[config.mk]
export PLATFORM = sky130hd
export DESIGN_NAME = boot_irq_front
export DESIGN_NICKNAME = d
export VERILOG_FILES = /design/src/hw/boot_irq_pkg.sv /design/src/hw/boot_irq_front.sv
export SDC_FILE = /design/constraint.sdc
export NUM_CORES = 1
export LEC_CHECK = 0
export BUFFER_PORTS_ARGS = -buffer_cell sky130_fd_sc_hd__buf_4
export CORE_UTILIZATION = 56
export CTS_CLUSTER_SIZE = 10
export DETAILED_ROUTE_END_ITERATION = 6
export GPL_ROUTABILITY_DRIVEN = 0
export PLACE_DENSITY_LB_ADDON = 0.2
export SYNTH_ARGS = -nofsm -noshare
export SYNTH_HDL_FRONTEND = slang
export SYNTH_SLANG_ARGS = --single-unit
[constraint.sdc]
create_clock -name I_SYS_CLK -period 4.1 [get_ports I_SYS_CLK]
set_clock_uncertainty 0.1 [all_clocks]
set_input_delay 0.205 -clock I_SYS_CLK [delete_from_list [all_inputs] [get_ports I_SYS_CLK]]
set_output_delay 0.205 -clock I_SYS_CLK [all_outputs]
set_load 0.02 [all_outputs]
[src/hw/boot_irq_pkg.sv]
// Constants for the boot-mode latch and external request front end.
// Assumes a single 125 MHz core clock and a synchronous active-high reset.
package boot_irq_pkg;

   // ----------------------------------------
   // Widths and field positions
   // ----------------------------------------
   localparam int          NUM_REQ          = 4;
   localparam int          MODE_W           = 8;
   localparam int          BOOT_SEL_LSB     = 0;
   localparam int          STOP_DELAY_OFF_B = 6;

   // ----------------------------------------
   // Reset values
   // ----------------------------------------
   localparam logic [7:0]  MODE_RST         = 8'h00;
   localparam logic [3:0]  REQ_RST          = 4'h0;
   localparam logic [2:0]  SYNC_RST         = 3'h7;

   // ----------------------------------------
   // Timing
   // ----------------------------------------
   localparam int          CLK_PERIOD_NS    = 8;
   localparam int          STOP_DELAY_NS    = 1000;
   localparam int          STOP_DELAY_CYC   = (STOP_DELAY_NS + CLK_PERIOD_NS - 1) / CLK_PERIOD_NS;
   localparam logic [7:0]  STOP_DELAY_LOAD  = 8'(STOP_DELAY_CYC);

   // ----------------------------------------
   // Core standby states
   // ----------------------------------------
   typedef enum logic [1:0] {RUN, WAIT_ST, STOP_ST} core_state_t;

endpackage

[src/hw/boot_irq_front.sv]
// Boot-mode capture and external request front end on four shared pins.
// Assumes the pins arrive asynchronously and the core reports its standby state.
//
// How it works
// - On the cycle reset is released the four synchronised pins are stored as the boot mode.
// - After reset release the pins feed only the request logic, never the mode.
// - Each request has its own mask bit and its own level or falling-edge select.
// - Request 0 asserted ends both the stop and the wait state.
// - Requests 1 to 3 end only the wait state and never the stop state.
// - Reset sets rst_prev_q and clears all other state except the pin synchronisers and filtered pin levels, phase generator included.
// - Mode bit 6 low arms a stop-exit delay, high skips it.
`timescale 1ns/10ps
module boot_irq_front (
   input  wire logic       I_SYS_CLK,
   input  wire logic       I_SRST,
   input  wire logic [3:0] I_PIN_N,
   input  wire logic [3:0] I_REQ_MASK,
   input  wire logic [3:0] I_EDGE_SEL,
   input  wire logic [3:0] I_REQ_ACK,
   input  wire logic       I_MODE_WR,
   input  wire logic [7:0] I_MODE_WDATA,
   input  wire logic       I_WAIT_ENTER,
   input  wire logic       I_STOP_ENTER,
   output logic      [7:0] O_MODE,
   output logic      [3:0] O_REQ,
   output logic            O_WAKE,
   output logic            O_IN_STANDBY,
   output logic            O_PHASE
);

   // ----------------------------------------
   // Pin synchronisers
   // ----------------------------------------
   logic [2:0] s0_q [4];
   logic [2:0] s0_d [4];
   logic [3:0] act_q, act_d;
   logic [3:0] act_prev_q, act_prev_d;

   genvar g;
   generate
      for (g = 0; g < 4; g++) begin : g_sync
         always_comb begin
            s0_d[g] = {s0_q[g][1:0], I_PIN_N[g]};
            act_d[g] = act_q[g];
            if (s0_q[g][1] == s0_q[g][2]) begin
               act_d[g] = ~s0_q[g][2];
            end
         end
         // The chain keeps sampling through reset so the boot levels are settled at release.
         always_ff @(posedge I_SYS_CLK) begin
            s0_q[g] <= s0_d[g];
         end
      end
   endgenerate

   // ----------------------------------------
   // Mode, requests, standby
   // ----------------------------------------
   logic        rst_prev_q, rst_prev_d;
   logic [7:0]  mode_q, mode_d;
   logic [3:0]  pend_q, pend_d;
   logic [3:0]  req_q, req_d;
   logic        wake_q, wake_d;
   logic [7:0]  dly_q, dly_d;
   logic        phase_q, phase_d;
   logic        stby_q, stby_d;
   boot_irq_pkg::core_state_t st_q, st_d;
   logic [3:0]  fall;
   logic [3:0]  live;

   always_comb begin
      rst_prev_d = 1'b0;
      act_prev_d = act_q;
      phase_d    = ~phase_q;
      mode_d     = mode_q;
      fall       = act_q & ~act_prev_q;
      pend_d     = pend_q;
      st_d       = st_q;
      dly_d      = dly_q;
      wake_d     = 1'b0;
      if (rst_prev_q) begin
         mode_d = {4'h0, act_d};
      end else if (I_MODE_WR) begin
         mode_d = I_MODE_WDATA;
      end
      for (int i = 0; i < 4; i++) begin
         if (I_REQ_ACK[i]) pend_d[i] = 1'b0;
         if (fall[i] && !rst_prev_q) pend_d[i] = 1'b1;
      end
      live  = I_EDGE_SEL & pend_q | ~I_EDGE_SEL & act_q;
      req_d = live & I_REQ_MASK;
      unique case (st_q)
         boot_irq_pkg::RUN: begin
            if (I_STOP_ENTER) st_d = boot_irq_pkg::STOP_ST;
            else if (I_WAIT_ENTER) st_d = boot_irq_pkg::WAIT_ST;
         end
         boot_irq_pkg::WAIT_ST: begin
            if (|act_q) begin
               st_d   = boot_irq_pkg::RUN;
               wake_d = 1'b1;
            end
         end
         boot_irq_pkg::STOP_ST: begin
            if (dly_q != 8'h00) begin
               dly_d = dly_q - 8'h01;
               if (dly_q == 8'h01) begin
                  st_d   = boot_irq_pkg::RUN;
                  wake_d = 1'b1;
               end
            end else if (act_q[0]) begin
               if (mode_q[boot_irq_pkg::STOP_DELAY_OFF_B]) begin
                  st_d   = boot_irq_pkg::RUN;
                  wake_d = 1'b1;
               end else begin
                  dly_d = boot_irq_pkg::STOP_DELAY_LOAD;
               end
            end
         end
      endcase
      stby_d = (st_d != boot_irq_pkg::RUN);
   end

   // The filtered pin levels follow the pins through reset, so the boot mode can be
   // captured at release and no false edge is seen then.
   always_ff @(posedge I_SYS_CLK) begin
      act_q      <= act_d;
      act_prev_q <= act_prev_d;
      if (I_SRST) begin
         rst_prev_q <= 1'b1;
         mode_q     <= boot_irq_pkg::MODE_RST;
         pend_q     <= boot_irq_pkg::REQ_RST;
         req_q      <= boot_irq_pkg::REQ_RST;
         wake_q     <= 1'b0;
         dly_q      <= 8'h00;
         phase_q    <= 1'b0;
         st_q       <= boot_irq_pkg::RUN;
         stby_q     <= 1'b0;
      end else begin
         rst_prev_q <= rst_prev_d;
         mode_q     <= mode_d;
         pend_q     <= pend_d;
         req_q      <= req_d;
         wake_q     <= wake_d;
         dly_q      <= dly_d;
         phase_q    <= phase_d;
         st_q       <= st_d;
         stby_q     <= stby_d;
      end
   end

   assign O_MODE       = mode_q;
   assign O_REQ        = req_q;
   assign O_WAKE       = wake_q;
   assign O_IN_STANDBY = stby_q;
   assign O_PHASE      = phase_q;

   // ----------------------------------------
   // Checks
   // ----------------------------------------
   chk_mode_latch: assert property (@(posedge I_SYS_CLK) disable iff (I_SRST)
      rst_prev_q |=> mode_q[3:0] == $past(act_d))
      else $error("boot mode not latched at reset release");
   chk_mask_gates: assert property (@(posedge I_SYS_CLK) disable iff (I_SRST)
      ##1 (O_REQ & ~$past(I_REQ_MASK)) == 4'h0)
      else $error("masked request reached output");
   chk_stop_hold: assert property (@(posedge I_SYS_CLK) disable iff (I_SRST)
      (st_q == boot_irq_pkg::STOP_ST && dly_q == 8'h00 && !act_q[0])
      |=> st_q == boot_irq_pkg::STOP_ST)
      else $error("stop left without request 0");
   chk_wait_exit: assert property (@(posedge I_SYS_CLK) disable iff (I_SRST)
      (st_q == boot_irq_pkg::WAIT_ST && |act_q) |=> O_WAKE && st_q == boot_irq_pkg::RUN)
      else $error("wait not left on request");
   chk_stop_fast: assert property (@(posedge I_SYS_CLK) disable iff (I_SRST)
      (st_q == boot_irq_pkg::STOP_ST && dly_q == 8'h00 && act_q[0] && mode_q[6]) |=> O_WAKE)
      else $error("stop exit delayed while disabled");
   chk_stop_delay: assert property (@(posedge I_SYS_CLK) disable iff (I_SRST)
      (st_q == boot_irq_pkg::STOP_ST && dly_q == 8'h00 && act_q[0] && !mode_q[6])
      |=> !O_WAKE ##1 !O_WAKE)
      else $error("stop exit too early");
   chk_edge_pend: assert property (@(posedge I_SYS_CLK) disable iff (I_SRST)
      (fall[0] && !rst_prev_q && !I_REQ_ACK[0]) |=> pend_q[0])
      else $error("falling edge not held pending");
   chk_reset_state: assert property (@(posedge I_SYS_CLK)
      I_SRST |=> O_REQ == 4'h0 && !O_WAKE && !O_PHASE)
      else $error("reset did not clear state");

endmodule

==> flow_summary.ini <==
[run_status]
status = complete, no violations

[routing]
vias_per_cell = 5.31
via_count = 1535
route.detailed.drc = 0
wire_per_inst_um = 13.5
initialDrtViolationCount = 95
totalWireLength_um = 3910
firstDrtPassIters = 5
antenna_left = 0

[power_and_ir_drop]
p_int_uw = 783
peakVddDrop_mv = 0.303
clkPwrFrac = 0.257
seq_power_share = 0.505
p_per_area_nw_per_um2 = 465
combPwrFrac = 0.238
p_sw_frac = 0.306
p_leak_nw = 1.10
net-switching-power_uw = 345

[synthesis]
yosys.cell_types.count = 39
yosys-top-cells-area = dfxtp_1 54%, mux2i_1 4.8%, ha_1 3.4%, inv_1 3.0%, nor2_1 3.0%
syn_area_um2 = 1870
ys_warn_count = 0
yosysTopAreaCell = dfxtp_1
synthFlopType = dfxtp_1
async_flop_share = 0
yosysSeqAreaShare = 0.536
syn_nets = 222
ys_ff_latch = 50
syn_inst = 188
avgSynthCellArea_um2 = 9.93
yosys.area.top_type_share = 0.536
synth_edf_count = 0

[finish]
nets = 278
synthToLayoutAreaGrowth_pct = 30.0
antennaDiodeCount = 0
fin_cells = 289
drive_above_1_share = 0.249

[timing]
relSlewSlack = 0.693
hold_viol = 0
maxSlewViolCount = 0
timing.setup.tns_ns = 0
rsz0062_at_grt = false
finalSetupViolCount = 0
fin_crit_ns = 1.87
period_share = 0.455
tightest_slew_ns = 0.456
fmax_mhz = 536

[critical_path]
path_max_fanout = 5
critPathRequiredTime_ns = 4.25
worstSetupStartpointType = flip-flop
critPathArrivalTime_ns = 2.02
crit_type = flip-flop to flip-flop
end_kind = flip-flop
r2r_cells = 6

[min_path]
hold_path_class = input pin to flip-flop
hold_depth = 3

[grt]
antenna_found_initial = 0
grt_start_max_net_pins = 27
grt_pass1_vias = 1497
grt_pass1_wl_um = 6390
grt_use_total = 0.241
grt.overflow.total = 0

[run]
maxCapViolCount = 0

[clock_tree]
numClockSinks = 50
numCtsBuffers = 5
htreeDepth = 2
clkSlewWorstSetupHoldPaths_ns = 0.14
cts_buffer_depth = 2
cts_root_buffer = clkbuf_4
clock_latency_ns = 0.36
cts_tree = built
post-cts-setup-buffers = 0

[die]
ioPinCount = 44
fp.dieW_um = 59.7
row_count = 20
die_area_um2 = 3570
die_h_um = 59.7
core_um2 = 3100
initial_core_util = 0.602

[placement]
dp_hpwl_um = 2680
place_inst = 269
io_buffers = 43
logic make-up (layout without fill, tap and decap cells):
kind of cell,Yosys count,in the layout,synth area share
adder cells (fa/ha/maj),7,7,0.0442
AO/OA/AOI/OAI,32,32,0.118
AND/OR/NAND/NOR,65,65,0.186
flip-flops,50,50,0.536
multiplexers,13,13,0.0724
buffers and inverters,21,78,0.0429
worst max-delay path, stage by stage (launching register included):
cell,delay (ns)
dfxtp_1,0.41
inv_1,0.10
ha_1,0.29
nand2b_1,0.20
a32o_1,0.28
nor3_1,0.26
o32ai_1,0.13
path summary, 6_finish.rpt:
check	endpoint	from	slack, ns
setup / recovery	st_q[0]$_SDFF_PP0_	dly_q[0]$_SDFFE_PP0P_	2.23
hold / removal	st_q[0]$_SDFF_PP0_	I_WAIT_ENTER	0.02
setup reg to reg	st_q[0]$_SDFF_PP0_	dly_q[0]$_SDFFE_PP0P_	2.23
hold reg to reg	s0_q[0][1]$_DFF_P_	s0_q[0][0]$_DFF_P_	0.24
state kept, by name (all words and copies together), names as in the netlist:
signal and flops:
rst_prev_q 1, O_REQ 4, pend_q 4, act_prev_d 4
st_q 2, O_WAKE 1, O_PHASE 1, O_MODE 8
s0_q 12, dly_q 8, act_prev_q 4, O_IN_STANDBY 1
layout make-up:
class	instances	area, µm²
clock buffer	5	37.5
clock inverter	3	47.5
fill	235	677
inverter	15	56.3
multi-input combinational	117	786
sequential	50	1000
tap	44	55.1
timing repair buffer	55	443
power groups by stage:
| stage | logic, mW | clock network (mW) | registers (mW) |
|---|---|---|---|
| after global routing | 0.298 | 0.315 | 0.576 |
| after global placement | 0.243 | 0 | 0.577 |
| after CTS | 0.267 | 0.294 | 0.569 |
| after floorplan | 0.174 | 0 | 0.582 |
| final | 0.268 | 0.291 | 0.570 |
| after detailed placement | 0.257 | 0 | 0.580 |
Yosys cell counts (4+ instances only):
cell and instances:
a21oi_1 6, and3_1 4, clkbuf_1 5, dfxtp_1 50, ha_1 5, inv_1 15
mux2_2 4, mux2i_1 9, nand2_1 14, nand3_1 7, nor2_1 15, nor3_1 8
o21ai_0 7
metrics by stage:
| step | utilization | total power [mW] | worst slack [ns] | hold slack, ns | cell area, µm² |
|---|---|---|---|---|---|
| after CTS | 0.779 | 1.13 | 2.26 | 0.00688 | 2420 |
| final | 0.782 | 1.13 | 2.23 | 0.0189 | 2430 |
| after global placement | 0.716 | 0.821 | 2.44 | 0.209 | 2220 |
| after floorplan | - | 0.756 | 2.51 | 0.133 | 1870 |
| after detailed placement | 0.716 | 0.837 | 2.32 | 0.211 | 2220 |
| after global routing | 0.782 | 1.19 | 2.13 | 0.00331 | 2430 |
layer usage:
layer	global-route usage	wire, µm	vias up
met3	0.0541	185	7
met5	0	0	-
met2	0.440	2050	42
met1	0.278	1630	722
met4	0.0731	43	0
li1	-	-	764
cell usage in the layout, fill, tap and decap left out, types with 6 or more instances in the layout:
cell type / n
dlygate4sd3_1: 12
dfxtp_1: 50
nor2_1: 15
inv_1: 15
nand3_1: 7
nand2_1: 14
buf_4: 43
mux2i_1: 9
nor3_1: 8
a21oi_1: 6
o21ai_0: 7
what timing repair did:
action / 4_1_cts / 5_1_grt
endpoints found under the setup margin: 0 / 0
hold buffers: 11 / 1
resized for setup: 0 / 0
hold endpoints to repair: 11 / 1
No activity file was read; power rests on OpenSTA's default activity.
